`config.mk`:
```
export PLATFORM = sky130hd
export DESIGN_NAME = eis_store_cmd
export DESIGN_NICKNAME = d
export VERILOG_FILES = /design/src/verilog/eis_pkg.sv /design/src/verilog/eis_id_file.sv /design/src/verilog/eis_store_cmd.sv
export VERILOG_INCLUDE_DIRS = /design/src /design/src/verilog
export SDC_FILE = /design/constraint.sdc
export NUM_CORES = 1
export LEC_CHECK = 0
export BUFFER_PORTS_ARGS = -buffer_cell sky130_fd_sc_hd__buf_2
export CORE_MARGIN = 1.5
export CORE_UTILIZATION = 39
export CTS_BUF_LIST = sky130_fd_sc_hd__clkbuf_8
export CTS_CLUSTER_SIZE = 12
export DETAILED_ROUTE_END_ITERATION = 7
export GPL_ROUTABILITY_DRIVEN = 0
export PLACE_DENSITY = 0.58
export SLEW_MARGIN = 40
export SYNTH_ARGS = -nofsm -noshare
export SYNTH_HDL_FRONTEND = slang
export SYNTH_HIERARCHICAL = 1
export SYNTH_SLANG_ARGS = --single-unit
```
`constraint.sdc`:
```
create_clock -name clk -period 3.7 [get_ports clk]
set_input_delay 0.37 -clock clk [delete_from_list [all_inputs] [get_ports clk]]
set_output_delay 0.37 -clock clk [all_outputs]
set_load 0.01 [all_outputs]
```
`src/verilog/eis_map.svh`:
```
// Constants for the equipment identifier store command handler.
`ifndef EIS_MAP_SVH
`define EIS_MAP_SVH
`define EIS_CLA 8'hA0
`define EIS_INS 8'hDE
`define EIS_P1_SERIAL 8'h00
`define EIS_P1_LONG 8'h01
`define EIS_P2 8'h00
`define EIS_LC 8'h08
`define EIS_LE 8'h01
`define EIS_ID_BYTES 7
`define EIS_LEN_MAX 4'h7
`define EIS_FILE_ID 16'h6F38
`define EIS_USG_FILE_ID 16'h6F42
`define EIS_SW_OK 16'h9000
`define EIS_SW_BAD_P1P2 16'h6B00
`define EIS_SW_BAD_LEN 16'h6700
`define EIS_SW_BAD_INS 16'h6D00
`define EIS_SW_BAD_CLA 16'h6E00
`define EIS_CHG_BIT 0
`define EIS_USG_BIT 4
`define EIS_SEC_BIT 5
`endif

```
`src/verilog/eis_pkg.sv`:
```
// Types for the equipment identifier store command handler.
package eis_pkg;
  typedef enum logic [2:0] {
    EIS_IDLE,
    EIS_HDR,
    EIS_DATA,
    EIS_CHECK,
    EIS_REPLY
  } eis_state_e;
  typedef logic [55:0] eis_id_t;
endpackage : eis_pkg

```
`src/verilog/eis_id_file.sv`:
```
// Equipment identity file storage with change detection.
`timescale 1ns/1ns
`include "eis_map.svh"
module eis_id_file
  import eis_pkg::*;
#(
  parameter int Bytes = `EIS_ID_BYTES
) (
  input wire logic clk, // Clock.
  input wire logic resetn, // Asynchronous reset, active low.
  input wire logic writeEn, // One-cycle write strobe.
  input wire logic [8*Bytes-1:0] writeData, // New identifier.
  output logic [8*Bytes-1:0] fileData, // Stored identifier.
  output logic changed // New value differs from stored.
);
  logic [7:0] mem_q [Bytes];
  always_comb begin
    changed = 1'b0;
    for (int i = 0; i < Bytes; i++) begin
      fileData[8*i +: 8] = mem_q[i];
      if (mem_q[i] != writeData[8*i +: 8]) begin
        changed = 1'b1;
      end
    end
  end
  always_ff @(posedge clk or negedge resetn) begin
    if (!resetn) begin
      for (int i = 0; i < Bytes; i++) begin
        mem_q[i] <= 8'h00;
      end
    end else if (writeEn) begin
      for (int i = 0; i < Bytes; i++) begin
        mem_q[i] <= writeData[8*i +: 8];
      end
    end
  end
endmodule : eis_id_file

```
`src/verilog/eis_store_cmd.sv`:
```
// Card-side handler for the equipment identifier store command.
`timescale 1ns/1ns
`include "eis_map.svh"
// How it works
// - Accept class A0, instruction DE, P2 zero, eight data bytes, one reply.
// - Selector 00: octet 1 low nibble is length, octets 2-8 serial.
// - Identifier bytes arrive least significant first, stored as received.
// - Selector 00 writes the serial number into file 6F38.
// - Reply bit 0 set when new identifier differs from the stored one.
// - Reply bits 1 to 3 are zero.
// - Selector 00 reply bit 4 reports the usage indicator of file 6F42.
// - Selector 00 reply bits 5 to 7 are zero.
// - Selector 01: low nibble length, seven-byte long identifier into 6F38.
// - Selector 01 reply bit 4 reports the usage indicator as well.
// - Selector 01 reply bit 5 reports secure identifier replacement.
// - Selector 01 reply bits 6 and 7 are zero.
// - Under T=0 the command unit maps onto a transport unit.
module eis_store_cmd
  import eis_pkg::*;
(
  input wire logic clk, // Clock, 10 MHz.
  input wire logic resetn, // Asynchronous reset, active low.
  input wire logic cmdValid, // Command byte strobe.
  input wire logic [7:0] cmdByte, // Command byte stream.
  input wire logic usageIndicator, // Usage indicator from file 6F42.
  input wire logic secureIdUsed, // Card secure equipment id in use.
  output logic respValid, // Reply strobe, one cycle.
  output logic [7:0] respByte, // Reply octet.
  output logic [15:0] statusWord, // Status word with the reply.
  output logic fileWrite, // Pulse when file 6F38 is written.
  output logic [55:0] fileData, // Contents of file 6F38.
  output logic busy // Command in progress.
);
  // -------------------------------------------------------------------
  // Header and data capture
  // -------------------------------------------------------------------
  eis_state_e state_q;
  logic [2:0] hdrCnt_q;
  logic [3:0] dataCnt_q;
  logic [7:0] cla_q;
  logic [7:0] ins_q;
  logic [7:0] p1_q;
  logic [7:0] p2_q;
  logic [7:0] lc_q;
  logic [7:0] le_q;
  logic [3:0] idLen_q;
  eis_id_t idBuf_q;
  logic writeEn;
  logic changed;
  logic [55:0] fileOut;
  logic [7:0] reply;
  logic [15:0] sw;
  // -------------------------------------------------------------------
  // Command sequencing
  // -------------------------------------------------------------------
  // The sequencer counts six header bytes and then eight data bytes.
  // A header whose Lc is not eight skips the data phase entirely.
  always_ff @(posedge clk or negedge resetn) begin
    if (!resetn) begin
      state_q <= EIS_IDLE;
      hdrCnt_q <= 3'h0;
      dataCnt_q <= 4'h0;
    end else begin
      case (state_q)
        EIS_IDLE: begin
          if (cmdValid) begin
            state_q <= EIS_HDR;
            hdrCnt_q <= 3'h1;
          end
        end
        EIS_HDR: begin
          if (cmdValid) begin
            hdrCnt_q <= hdrCnt_q + 3'h1;
            if (hdrCnt_q == 3'h5) begin
              dataCnt_q <= 4'h0;
              // Transport unit under T=0 carries Lc data bytes next.
              state_q <= (lc_q == `EIS_LC) ? EIS_DATA : EIS_CHECK;
            end
          end
        end
        EIS_DATA: begin
          if (cmdValid) begin
            dataCnt_q <= dataCnt_q + 4'h1;
            if (dataCnt_q == 4'h7) begin
              state_q <= EIS_CHECK;
            end
          end
        end
        EIS_CHECK: begin
          // Bytes offered here are dropped while the reply is formed.
          state_q <= EIS_REPLY;
        end
        EIS_REPLY: begin
          state_q <= EIS_IDLE;
        end
        default: state_q <= EIS_IDLE;
      endcase
    end
  end
  // Each header byte is kept so that the check sees the whole header.
  always_ff @(posedge clk or negedge resetn) begin
    if (!resetn) begin
      cla_q <= 8'h00;
      ins_q <= 8'h00;
      p1_q <= 8'h00;
      p2_q <= 8'h00;
      lc_q <= 8'h00;
      le_q <= 8'h00;
    end else if (cmdValid) begin
      if (state_q == EIS_IDLE) begin
        cla_q <= cmdByte;
      end else if (state_q == EIS_HDR) begin
        case (hdrCnt_q)
          3'h1: ins_q <= cmdByte;
          3'h2: p1_q <= cmdByte;
          3'h3: p2_q <= cmdByte;
          3'h4: lc_q <= cmdByte;
          3'h5: le_q <= cmdByte;
          default: le_q <= le_q;
        endcase
      end
    end
  end
  // -------------------------------------------------------------------
  // Identifier capture
  // -------------------------------------------------------------------
  // The buffer is only copied to the file once the command checks out.
  always_ff @(posedge clk or negedge resetn) begin
    if (!resetn) begin
      idLen_q <= 4'h0;
      idBuf_q <= 56'h0000_0000_0000_00;
    end else if (cmdValid && state_q == EIS_DATA) begin
      if (dataCnt_q == 4'h0) begin
        idLen_q <= cmdByte[3:0]; // Bits 4-7 reserved, ignored.
      end else begin
        // Byte k lands at bits 8(k-1): least significant first.
        idBuf_q[8*(dataCnt_q-4'h1) +: 8] <= cmdByte;
      end
    end
  end
  // -------------------------------------------------------------------
  // Checking and reply
  // -------------------------------------------------------------------
  // Errors are reported in a fixed order of priority.
  // The first failing field decides the status word.
  function automatic logic [15:0] checkStatus(
      input logic [7:0] c,
      input logic [7:0] i,
      input logic [7:0] p1,
      input logic [7:0] p2,
      input logic [7:0] lc,
      input logic [7:0] le,
      input logic [3:0] len);
    if (c != `EIS_CLA) begin
      return `EIS_SW_BAD_CLA;
    end else if (i != `EIS_INS) begin
      return `EIS_SW_BAD_INS;
    end else if ((p1 != `EIS_P1_SERIAL && p1 != `EIS_P1_LONG) ||
        p2 != `EIS_P2) begin
      return `EIS_SW_BAD_P1P2;
    end else if (lc != `EIS_LC || le != `EIS_LE || len > `EIS_LEN_MAX) begin
      return `EIS_SW_BAD_LEN;
    end
    return `EIS_SW_OK;
  endfunction : checkStatus
  always_comb begin
    sw = checkStatus(cla_q, ins_q, p1_q, p2_q, lc_q, le_q, idLen_q);
    writeEn = (state_q == EIS_CHECK) && (sw == `EIS_SW_OK);
    // Bits 1 to 3 and the reserved high bits stay zero.
    reply = 8'h00;
    reply[`EIS_CHG_BIT] = changed;
    reply[`EIS_USG_BIT] = usageIndicator;
    // The secure identifier bit only has meaning for the long identifier.
    if (p1_q == `EIS_P1_LONG) begin
      reply[`EIS_SEC_BIT] = secureIdUsed;
    end
  end
  // -------------------------------------------------------------------
  // File storage
  // -------------------------------------------------------------------
  // The file compares its old contents with the buffer for the flag.
  eis_id_file #(
    .Bytes(`EIS_ID_BYTES)
  ) u_file (
    .clk(clk),
    .resetn(resetn),
    .writeEn(writeEn),
    .writeData(idBuf_q),
    .fileData(fileOut),
    .changed(changed)
  );
  // -------------------------------------------------------------------
  // Registered outputs
  // -------------------------------------------------------------------
  // Every output is registered so the terminal side sees clean levels.
  // Reply and status hold until the next command completes.
  always_ff @(posedge clk or negedge resetn) begin
    if (!resetn) begin
      respValid <= 1'b0;
      respByte <= 8'h00;
      statusWord <= 16'h0000;
      fileWrite <= 1'b0;
      fileData <= 56'h0000_0000_0000_00;
      busy <= 1'b0;
    end else begin
      respValid <= (state_q == EIS_CHECK);
      fileWrite <= writeEn;
      fileData <= writeEn ? idBuf_q : fileOut;
      // Busy rises with the first header byte, not one cycle later.
      busy <= (state_q != EIS_IDLE) || cmdValid;
      if (state_q == EIS_CHECK) begin
        statusWord <= sw;
        respByte <= (sw == `EIS_SW_OK) ? reply : 8'h00;
      end
    end
  end
endmodule : eis_store_cmd

```
==> metrics.md, run 1 <==
| Metric | Value |
|---|---|
| Leading cell types by count after synthesis | `dfrtp_1 (239), mux2_2 (185), xnor2_1 (59), mux2_1 (32), nand2_1 (27)` |
| Library cells used by synthesis | `a little over 50` |
| Synthesized area | `around 11,000 µm²` |
| Drt wl/cell | `18.2 µm` |
| Final Net Count | `approximately 900` |
| RSZ-0062 raised after global routing | `false` |
| Synth Area in XOR/XNOR | `5.04%` |
| Vias after detailed routing | `6,191` |
| 1st-iter DRT viols | `between 200 and 300` |
| Syn avg cell area | `~14 µm²` |
| Total track usage | `between 15 and 20%` |
| Multiplexer area fraction after synthesis | `23.1%` |
| I/O pin cnt | `96` |
| Die Area | `between 20,000 and 30,000 µm²` |
| Crit-path cells | `inv_1, ha_2, nor2_1, o21ai_0, a21oi_1, a41oi_1, nor2b_1, ha_1, nor4b_1, nand4_1, a32oi_2, buf_4, nand4_4, mux2_2` |
| Synth Register Bits | `239` |
| Number of global-route vias before repair | `~6,400` |
| Share of the synthesized area in the top cell type | `56.5%` |
| Final core utilization | `45.9%` |
| Clock slew at reported path FFs | `around 0.06 ns` |
| Synthesized instance count | `757` |
| TritonCTS clock tree | `done` |
| Max Cap Viol | `0` |
| Comb pwr share | `19.3%` |
| Synth Area in Simple Gates | `8.34%` |
| Core Area | `26,800 µm²` |
| Layout cells sized above 1 | `approximately 40%` |
| Largest family of logic cells by synthesized area | `multiplexers` |
| Final Setup Violations | `0` |
| Final Hold Fails | `0` |
| Worst slew margin | `35.7%` |
| Initial core utilization | `39.5%` |
| CP max stage cell | `dfrtp_1` |
| Cell family with most CP delay | `simple AND/OR/NAND/NOR gates` |
| Clock Root Buffer | `clkbuf_8` |
| DRC Markers | `0` |
| Clk buf depth | `3` |
| GR Overflow Total | `0` |
| WHS | `0.0996 ns` |
| Reg-to-reg setup timing slack | `0.27 ns` |
| Total Neg Setup Slack | `0 ns` |
| First-pass GRT wire length | `between 30,000 and 40,000 µm` |
| Largest net degree at the start of global routing | `91` |
| Vias/cell | `4.97` |
| CTS H-tree depth | `2` |
| CP Max Fanout | `8` |
| Clock share of power | `35.2%` |
| Core Rows | `60` |
| Internal power component | `4.95 mW` |
| Required time worst endpoint | `roughly 4.1 ns` |
| Worst Tran Pin Value | `0.957 ns` |
| Top cell type by total area after synthesis | `dfrtp_1` |
| Post-route cell area | `~12,000 µm²` |
| Pleak | `6.11 nW` |
| Asr flop ratio synth | `between 90% and 100%` |
| Remaining antenna violation count | `0` |
| Status | `finished clean` |
| Clock Latency Late Sink | `approximately 0.53 ns` |
| Num CTS Buffers | `42` |
| Min-Delay Path Class | `input port to flop` |
| Yosys Warn Count | `6` |
| PD cells | `about 560 nW/µm²` |
| Sw frac | `28.5%` |
| Worst Path Class, Setup | `flop to flop` |
| Die span in x | `168 µm` |
| Final WL | `around 23,000 µm` |
| Post-DP HPWL | `15,600 µm` |
| Crit path largest cell delay | `0.44 ns` |
| Setup crit start kind | `flop` |
| Post-Layout Cell Count | `1,246` |
| Number of synthesized flops with an enable pin | `0` |
| Crit path DAT | `about 3.8 ns` |
| Diode count | `0` |
| Crit path time final | `approximately 3.4 ns` |
| Flop pwr share | `45.4%` |
| Clock sink count | `about 240` |
| Post-Synth Adder-Cell Area | `1.89%` |
| Synth Area in Compound Gates | `1.89%` |
| Top-count cell post-synth | `dfrtp_1` |
| PortBufs | `82` |
| Drt first pass iters | `4` |
| Initial antenna violation count | `0` |
| Seq/Total Area, Yosys | `56.5%` |
| Skew final | `0.0133 ns` |
| Area grow syn2layout | `16.2%` |
| Maximum VDD drop | `0.000392 V` |
| Switching pwr | `1.97 mW` |
| DP Cell Count | `1,170` |
| Fmax achieved | `0.291 GHz` |
| Die Span Y | `between 150 and 200 µm` |
| Placed Area | `between 10,000 and 15,000 µm²` |
| Main area contributors after synthesis | `dfrtp_1 (56%), mux2_2 (20%), xnor2_1 (4.9%), mux2_1 (3.4%), ha_1 (1.9%)` |
| Endpoint class of the critical path | `flop` |
| Final period utilization | `92.8%` |
| Worst Path Buf+Inv | `2` |
| Pins over their slew limit | `0` |
| Synth Flop Type | `dfrtp_1` |
## per-stage QoR
stage               power (mW)  setup WS [ns]
floorplan                 4.07          0.128
global placement          4.44          0.192
detailed placement        4.49         0.0346
CTS                       6.97         0.0141
global route              7.32        0.00872
finish                    6.92          0.267
## worst paths after layout
| check | to | startpoint | depth (start not counted) |
|---|---|---|---|
| max in group asynchronous | idBuf_q[33] | resetn | 3 |
| worst min register to register | respByte[4] | respByte[4] | 2 |
| worst max register to register | idBuf_q[15] | dataCnt_q[1] | 14 |
| worst min-delay path | respByte[4] | usageIndicator | 3 |
| worst max-delay path | idBuf_q[15] | dataCnt_q[1] | 14 |
| min in group asynchronous | fileData[36] | resetn | 2 |
## placed cells by master, fill, tap and decap left out, types with 6 or more instances in the layout
| cell type | count |
|---|---|
| and2_1 | 17 |
| buf_2 | 81 |
| buf_4 | 13 |
| clkbuf_8 | 58 |
| clkinv_2 | 6 |
| conb_1 | 13 |
| dfrtp_1 | 239 |
| ha_1 | 15 |
| inv_1 | 21 |
| mux2_1 | 32 |
| mux2_2 | 185 |
| nand2_1 | 27 |
| nand2b_1 | 6 |
| nand4_1 | 22 |
| nand4_4 | 6 |
| nor2_1 | 15 |
| nor4_1 | 10 |
| o21ai_0 | 11 |
| xnor2_1 | 59 |
## power groups by stage
| stage | Sequential (mW) | Combinational [mW] | Clock [mW] |
|---|---|---|---|
| 2_1_floorplan | 3.14 | 0.930 | 0 |
| 5_1_grt | 3.19 | 1.49 | 2.64 |
| 4_1_cts | 3.15 | 1.31 | 2.52 |
| 6_report | 3.14 | 1.34 | 2.44 |
| 3_3_place_gp | 3.18 | 1.26 | 0 |
| 3_5_place_dp | 3.19 | 1.30 | 0 |
## layer usage
metal / track usage [%] / part of all wire (%)
met1: 22.9 / 47
met2: 27.3 / 47
met3: 3.01 / 4.1
met4: 4.86 / 1.9
met5: 0 / 0
## layout make-up
cell class	instances	area [µm²]
flip-flops and latches	239	5980
clock inverters	17	75.1
fillers	2477	14500
clock buffers	58	798
well taps	341	427
multi-input cells	479	4370
inverters	12	45.0
repair buffers	100	608
## cell families (layout without fill, tap and decap cells)
group | count (synthesis) | in the layout
xor+xnor | 61 | 61
fa+ha+maj | 16 | 16
compound gates | 27 | 27
flops | 239 | 239
simple gates | 145 | 145
buf+inv | 51 | 187
mux | 217 | 217
other cells | 1 | 13
## state kept, by name, indices dropped and copies added, names as in the netlist
register / flops
fileData: 56
idBuf_q: 56
u_file/fileData: 56
cla_q: 8
ins_q: 8
lc_q: 8
le_q: 8
p1_q: 8
p2_q: 8
statusWord: 6
dataCnt_q: 4
hdrCnt_q: 3
respByte: 3
state_q: 3
busy: 1
fileWrite: 1
idLen_q: 1
respValid: 1
## repair_timing
item | 4_1_cts | 5_1_grt
endpoints found under the hold margin | 86 | 0
endpoints found under the setup margin | 0 | 56
resized for setup | 0 | 9
setup buffers | 0 | 0
hold buffers | 1 | 0
## worst min-delay path, delay by kind of cell
kind	cells	cell delay, ns
AOI/OAI and AO/OA	1	0.07
buffers and inverters	2	0.14
Note: power is estimated with default switching activity, not from simulation.
==> inputs of run 2 (changes only) <==
--- a/config.mk
+++ b/config.mk
@@ -13,7 +13,7 @@
 export CTS_CLUSTER_SIZE = 12
 export DETAILED_ROUTE_END_ITERATION = 7
 export GPL_ROUTABILITY_DRIVEN = 0
-export PLACE_DENSITY = 0.58
+export PLACE_DENSITY = 0.56
 export SLEW_MARGIN = 40
 export SYNTH_ARGS = -nofsm -noshare
 export SYNTH_HDL_FRONTEND = slang
==> constraint.sdc (replaced) <==
create_clock -name clk -period 4 [get_ports clk]
set_input_delay 0.4 -clock clk [delete_from_list [all_inputs] [get_ports clk]]
set_output_delay 0.4 -clock clk [all_outputs]
set_load 0.01 [all_outputs]
==> run 2 against run 1 <==
Worst hold slack gained 0.028 ns. Fmax shrank 5.2%. Sequential power shrank 7.6%. Cell count grew 0.16%. Wire length shrank 0.87%. Global-route usage shrank 0.052 points. Clock power shrank 6%. Clock skew grew 0.0070 ns. Non-clock buffer count is the same. Utilization shrank 0.26 points. Critical path depth shrank 3. Critical path type unchanged. Largest cell class unchanged. Largest power group unchanged. Highest routed layer unchanged.
==> metrics.md, run 2 (synthesis results as in run 1) <==
| Metric | Value |
|---|---|
| Min-delay src | `usageIndicator (unchanged)` |
| Reg-to-reg setup timing slack | `0.38 ns (was 0.27 ns)` |
| Setup crit start kind | `flop (unchanged)` |
| Area grow syn2layout | `15.5% (was 16.2%)` |
| Worst Path Class, Setup | `flop to flop (unchanged)` |
| Die Span Y | `168 µm (unchanged)` |
| Final period utilization | `90.6% (was 92.8%)` |
| Clock Latency Late Sink | `0.55 ns (was 0.53 ns)` |
| Core Area | `26,800 µm² (unchanged)` |
| Die Area | `28,200 µm² (unchanged)` |
| CP max stage cell | `or3b_2 (was dfrtp_1)` |
| Post-Layout Cell Count | `1,248 (was 1,246)` |
| Worst reg2reg endpoint | `idBuf_q[27] (was idBuf_q[15])` |
| Number of global-route vias before repair | `6,503 (was 6,448)` |
| RSZ-0062 raised after global routing | `false (unchanged)` |
| PD cells | `520 nW/µm² (was 562 nW/µm²)` |
| Final Setup Violations | `0 (unchanged)` |
| Crit path time final | `3.62 ns (was 3.43 ns)` |
| Core Rows | `60 (unchanged)` |
| Num CTS Buffers | `42 (unchanged)` |
| Crit path DAT | `4.05 ns (was 3.84 ns)` |
| Largest net degree at the start of global routing | `97 (was 91)` |
| PortBufs | `82 (unchanged)` |
| Depth of the worst hold-timing path | `3 (unchanged)` |
| Most common cell after layout, fill and taps aside | `dfrtp_1 (unchanged)` |
| Post_cts resized | `0 (unchanged)` |
| FILL cells | `2,466 (was 2,477)` |
| Maximum VDD drop | `0.000276 V (was 0.000392 V)` |
| WHS | `0.127 ns (was 0.0996 ns)` |
| Final Hold Fails | `0 (unchanged)` |
| Required time worst endpoint | `4.42 ns (was 4.10 ns)` |
| Post-route cell area | `12,200 µm² (was 12,300 µm²)` |
| Total Neg Setup Slack | `0 ns (unchanged)` |
| Initial antenna violation count | `0 (unchanged)` |
| First-pass GRT wire length | `36,500 µm (unchanged)` |
| Diode count | `0 (unchanged)` |
| CTS H-tree depth | `2 (unchanged)` |
| Worst slew margin | `46.9% (was 35.7%)` |
| Crit-path cells | `inv_1, ha_1, or3b_2, inv_1, ha_1, nor4b_1, nand4_1, a32oi_2, buf_4, nand4_2, mux2_2 (was inv_1, ha_2, nor2_1, o21ai_0, a21oi_1, a41oi_1, nor2b_1, ha_1, nor4b_1, nand4_1, a32oi_2, buf_4, nand4_4, mux2_2)` |
| FF-to-FF path depth | `11 (was 14)` |
| DRC Markers | `0 (unchanged)` |
| Endpoint class of the critical path | `flop (unchanged)` |
| Fmax achieved | `0.276 GHz (was 0.291 GHz)` |
| Skew final | `0.0203 ns (was 0.0133 ns)` |
| Drt first pass iters | `4 (unchanged)` |
| Clk buf depth | `3 (unchanged)` |
| Most frequent cells in the layout | `dfrtp_1 (239), mux2_2 (185), buf_2 (81) (unchanged)` |
| Pins over their slew limit | `0 (unchanged)` |
| Initial core utilization | `39.5% (unchanged)` |
| Hold Path Sink | `respByte[4] (unchanged)` |
| CP startpoint | `dataCnt_q[1] (unchanged)` |
| Clock slew at reported path FFs | `0.06 ns (about the same)` |
| Pleak | `6.12 nW (was 6.11 nW)` |
| Vias after detailed routing | `6,208 (was 6,191)` |
| Post-DP HPWL | `15,300 µm (was 15,600 µm)` |
| Clock sink count | `239 (unchanged)` |
| Min-Delay Path Class | `input port to flop (unchanged)` |
| Final Net Count | `903 (unchanged)` |
| Clock Root Buffer | `clkbuf_8 (unchanged)` |
| 1st-iter DRT viols | `324 (was 281)` |
| Die span in x | `168 µm (unchanged)` |
| DP Cell Count | `1,170 (unchanged)` |
| Total track usage | `16.7% (about the same)` |
| CP Max Fanout | `10 (was 8)` |
| TritonCTS clock tree | `done (unchanged)` |
| GR Overflow Total | `0 (unchanged)` |
| Top Registers | `fileData (56), idBuf_q (56), u_file/fileData (56) (unchanged)` |
| Setup repair bufs after CTS | `0 (unchanged)` |
| Remaining antenna violation count | `0 (unchanged)` |
| Status | `finished clean (unchanged)` |
| Layout cells sized above 1 | `39.8% (was 40.4%)` |
| I/O pin cnt | `96 (unchanged)` |
| Vias/cell | `4.97 (about the same)` |
| Placed Area | `11,300 µm² (was 11,400 µm²)` |
| Reg-to-Reg Start | `dataCnt_q[1] (unchanged)` |
| Max Cap Viol | `0 (unchanged)` |
| Drt wl/cell | `18.0 µm (was 18.2 µm)` |
| Crit path largest cell delay | `0.60 ns (was 0.44 ns)` |
| CTS Hold Buffers Added | `1 (unchanged)` |
| Final WL | `22,500 µm (was 22,700 µm)` |
| Worst Tran Pin Value | `0.794 ns (was 0.957 ns)` |
-- run 2: cell types whose count changed in the layout (fill, tap and decap cells not counted), moves of 2 or more --
cell	before	now
nand4_2	0	5
inv_1	21	25
buf_12	4	2
buf_4	13	15
nand4_4	6	1
clkbuf_8	58	55
-- run 2: report_power, final --
group	internal (mW)	leakage, nW	switching (mW)	total [mW]
clock network	1.30	0.510	0.991	2.29
registers	2.73	3.22	0.177	2.90
logic	0.542	2.38	0.632	1.17
-- run 2: stage by stage --
stage	utilization, %	total power, mW	setup slack (ns)
after floorplan	-	3.76	0.428
after global placement	42.3	4.11	0.516
after detailed placement	42.3	4.12	0.399
after CTS	45.7	6.45	0.392
after global routing	45.7	6.74	0.161
final	45.7	6.37	0.377
-- run 2: how the worst max path moves through the flow --
stage / end / slack [ns]
CTS: idBuf_q[37] / 0.39
floorplan: idBuf_q[32] / 0.43
finish: idBuf_q[27] / 0.38
global route: idBuf_q[12] / 0.16
detailed placement: idBuf_q[37] / 0.40
global placement: idBuf_q[47] / 0.52
-- run 2: area by class of cell --
class	count	area, µm²	area share, %
Multi-Input combinational cell	479	4320	35.3
Inverter	12	45.0	0.368
Timing Repair Buffer	100	583	4.76
Tap cell	341	427	3.49
Clock buffer	55	757	6.19
Clock inverter	22	126	1.03
Sequential cell	239	5980	48.9
-- run 2: metal layers --
metal  global-route usage [%]  wire length [µm]  up-vias
li1                         -                 -     2902
met4                     6.15               592        0
met1                     22.5             10500     3116
met3                     3.36               955       43
met2                     26.7             10400      147
met5                        0                 0        -
-- run 2: critical path: cells and delay by family, from the launching register on --
kind | cells | cell delay [ns]
simple gates | 4 | 1.46
fa+ha+maj | 2 | 0.57
buf+inv | 3 | 0.44
flops | 1 | 0.42
mux | 1 | 0.39
compound gates | 1 | 0.22
==> inputs of run 3 (changes only) <==
--- a/config.mk
+++ b/config.mk
@@ -9,8 +9,7 @@
 export BUFFER_PORTS_ARGS = -buffer_cell sky130_fd_sc_hd__buf_2
 export CORE_MARGIN = 1.5
 export CORE_UTILIZATION = 39
-export CTS_BUF_LIST = sky130_fd_sc_hd__clkbuf_8
-export CTS_CLUSTER_SIZE = 12
+export CTS_CLUSTER_SIZE = 8
 export DETAILED_ROUTE_END_ITERATION = 7
 export GPL_ROUTABILITY_DRIVEN = 0
 export PLACE_DENSITY = 0.56
==> run 3 against run 2 <==
Combinational power about the same. Largest power group unchanged. Setup slack better by 0.00067 ns. Count of clock-buffer cells in the layout down 18.
==> metrics.md, run 3 (synthesis results as in run 1) <==
| Metric | Value |
|---|---|
| Final period utilization | `90.6% (about the same)` |
| Initial core utilization | `39.5% (unchanged)` |
| Vias after detailed routing | `6,125 (was 6,208)` |
| Worst reg2reg endpoint | `idBuf_q[37] (was idBuf_q[27])` |
| Crit path time final | `3.62 ns (about the same)` |
| Most frequent cells in the layout | `dfrtp_1 (239), mux2_2 (185), buf_2 (81) (unchanged)` |
| First-pass GRT wire length | `36,500 µm (about the same)` |
| Initial antenna violation count | `0 (unchanged)` |
| Setup crit start kind | `flop (unchanged)` |
| Most common cell after layout, fill and taps aside | `dfrtp_1 (unchanged)` |
| PD cells | `541 nW/µm² (was 520 nW/µm²)` |
| Crit path largest cell delay | `0.60 ns (about the same)` |
| Clock sink count | `239 (unchanged)` |
| Worst path depth | `10 (was 11)` |
| Depth of the worst hold-timing path | `3 (unchanged)` |
| Total track usage | `16.8% (was 16.7%)` |
| Total Neg Setup Slack | `0 ns (unchanged)` |
| Skew final | `0.0271 ns (was 0.0203 ns)` |
| Fmax achieved | `0.276 GHz (about the same)` |
| CP max stage cell | `or3b_2 (unchanged)` |
| Pins over their slew limit | `0 (unchanged)` |
| Area of the multi-input gates | `4320 µm² (unchanged)` |
| Number of global-route vias before repair | `6,448 (was 6,503)` |
| TritonCTS clock tree | `done (unchanged)` |
| Worst Path Class, Setup | `flop to flop (unchanged)` |
| Hold Path Sink | `respByte[4] (unchanged)` |
| Pleak | `6.06 nW (was 6.12 nW)` |
| Internal power component | `4.86 mW (was 4.57 mW)` |
| PortBufs | `82 (unchanged)` |
| Core Rows | `60 (unchanged)` |
| Die Span Y | `168 µm (unchanged)` |
| Status | `finished clean (unchanged)` |
| Num CTS Buffers | `35 (was 42)` |
| Dpl ws | `0.399 ns (unchanged)` |
| Flop pwr share | `43.8% (was 45.6%)` |
| Final Setup Violations | `0 (unchanged)` |
| RSZ-0062 raised after global routing | `false (unchanged)` |
| Required time worst endpoint | `4.38 ns (was 4.42 ns)` |
| Largest net degree at the start of global routing | `97 (unchanged)` |
| I/O pin cnt | `96 (unchanged)` |
| Worst slew margin | `46.2% (was 46.9%)` |
| Final Hold Fails | `0 (unchanged)` |
| Switching pwr | `1.79 mW (was 1.80 mW)` |
| Clk buf depth | `3 (unchanged)` |
| Final Net Count | `896 (was 903)` |
| Reg-to-reg setup timing slack | `0.38 ns (about the same)` |
| Remaining antenna violation count | `0 (unchanged)` |
| 1st-iter DRT viols | `339 (was 324)` |
| Clock Root Buffer | `clkbuf_16 (was clkbuf_8)` |
| Maximum VDD drop | `0.000296 V (was 0.000276 V)` |
| Crit path DAT | `4.00 ns (was 4.05 ns)` |
| Die Area | `28,200 µm² (unchanged)` |
| Setup ws final | `0.378 ns (was 0.377 ns)` |
| DRC Markers | `0 (unchanged)` |
| FILL cells | `2,459 (was 2,466)` |
| CP startpoint | `dataCnt_q[1] (unchanged)` |
| Cell family with most CP delay | `simple AND/OR/NAND/NOR gates (unchanged)` |
| Vias/cell | `5.06 (was 4.97)` |
| CP Max Fanout | `10 (unchanged)` |
| Crit-path cells | `inv_1, ha_1, or3b_2, inv_1, ha_1, nor4b_1, nand4_1, a32oi_2, and4_1, mux2_2 (was inv_1, ha_1, or3b_2, inv_1, ha_1, nor4b_1, nand4_1, a32oi_2, buf_4, nand4_2, mux2_2)` |
| Comb pwr share | `17.6% (was 18.4%)` |
| Endpoint class of the critical path | `flop (unchanged)` |
| Core Area | `26,800 µm² (unchanged)` |
| Drt wl/cell | `18.6 µm (was 18.0 µm)` |
| Post-DP HPWL | `15,300 µm (unchanged)` |
| Worst Path Buf+Inv | `2 (was 3)` |
| Min-Delay Path Class | `input port to flop (unchanged)` |
| Top Registers | `fileData (56), idBuf_q (56), u_file/fileData (56) (unchanged)` |
| Max Cap Viol | `0 (unchanged)` |
| Register area | `5980 µm² (unchanged)` |
| Area grow syn2layout | `16.0% (was 15.5%)` |
| Total power | `6.64 mW (was 6.37 mW)` |
| Sw frac | `26.9% (was 28.3%)` |
| Worst Tran Pin Value | `0.803 ns (was 0.794 ns)` |
| CTS H-tree depth | `2 (unchanged)` |
| Min-delay src | `usageIndicator (unchanged)` |
| Clock slew at reported path FFs | `0.05 ns (was 0.06 ns)` |
| Drt first pass iters | `4 (unchanged)` |
| Final WL | `22,500 µm (about the same)` |
| Die span in x | `168 µm (unchanged)` |
| Clock share of power | `38.6% (was 36.0%)` |
| Layout cells sized above 1 | `38.7% (was 39.8%)` |
| FF-to-FF path depth | `10 (was 11)` |
| Diode count | `0 (unchanged)` |
| Clock Latency Late Sink | `0.51 ns (was 0.55 ns)` |
| Reg-to-Reg Start | `dataCnt_q[1] (unchanged)` |
| GR Overflow Total | `0 (unchanged)` |
[run 3: cell count changes in the layout (fill, tap and decap cells not counted)]
cell	before	now
bufinv_16	1	0
clkbuf_1	0	1
clkbuf_16	0	36
clkbuf_8	55	0
clkinv_2	5	0
clkinv_8	0	1
clkinvlp_4	1	0
inv_1	25	11
inv_6	0	1
inv_8	1	0
[run 3: power groups by stage]
| stage | clock [mW] | sequential, mW | combinational (mW) |
|---|---|---|---|
| after floorplan | 0 | 2.90 | 0.861 |
| after global placement | 0 | 2.94 | 1.17 |
| after detailed placement | 0 | 2.94 | 1.18 |
| after CTS | 2.64 | 2.91 | 1.18 |
| after global routing | 2.74 | 2.95 | 1.31 |
| final | 2.57 | 2.91 | 1.17 |
[run 3: through the flow]
stage | instance area (µm²) | utilization, % | hold slack [ns] | std cells
2_1_floorplan | 10600 | - | 0.104 | 769
3_3_place_gp | 11300 | 42.3 | 0.462 | 1170
3_5_place_dp | 11300 | 42.3 | 0.473 | 1170
4_1_cts | 12300 | 45.8 | 0.155 | 1210
5_1_grt | 12300 | 45.8 | 0.200 | 1210
6_report | 12300 | 45.8 | 0.170 | 1210
[run 3: layout make-up]
class	instances	share of cell area (%)
clock buffer	37	7.36
clock inverter	2	0.204
inverter	12	0.367
multi-input combinational	479	35.2
tap	341	3.47
sequential	239	48.7
timing repair buffer	100	4.75
[run 3: timing repair]
| item | in CTS | in global routing |
|---|---|---|
| hold buffers | 1 | 0 |
| buffers inserted | 0 | 0 |
| endpoints found under the hold margin | 93 | 0 |
| gates resized for setup | 0 | 0 |
[run 3: worst reg2reg max path: cells and delay by family, from the launching register on]
family | cells | cell delay [ns]
adders and majority gates | 2 | 0.57
and+or+nand+nor | 4 | 1.65
muxes | 1 | 0.38
DFF | 1 | 0.41
AOI/OAI and AO/OA | 1 | 0.22
buffers and inverters | 2 | 0.26
[run 3: layer usage]
layer	up-vias	wire, µm	global-route usage (%)
met4	0	589	5.64
met1	3092	10400	22.7
li1	2870	-	-
met3	40	883	3.29
met5	-	0	0
met2	123	10600	27.1
[run 3: how the worst max path moves through the flow]
stage                        to  slack, ns
floorplan           idBuf_q[32]       0.43
global placement    idBuf_q[47]       0.52
detailed placement  idBuf_q[37]       0.40
CTS                 idBuf_q[37]       0.40
global route        idBuf_q[48]       0.15
finish              idBuf_q[37]       0.38
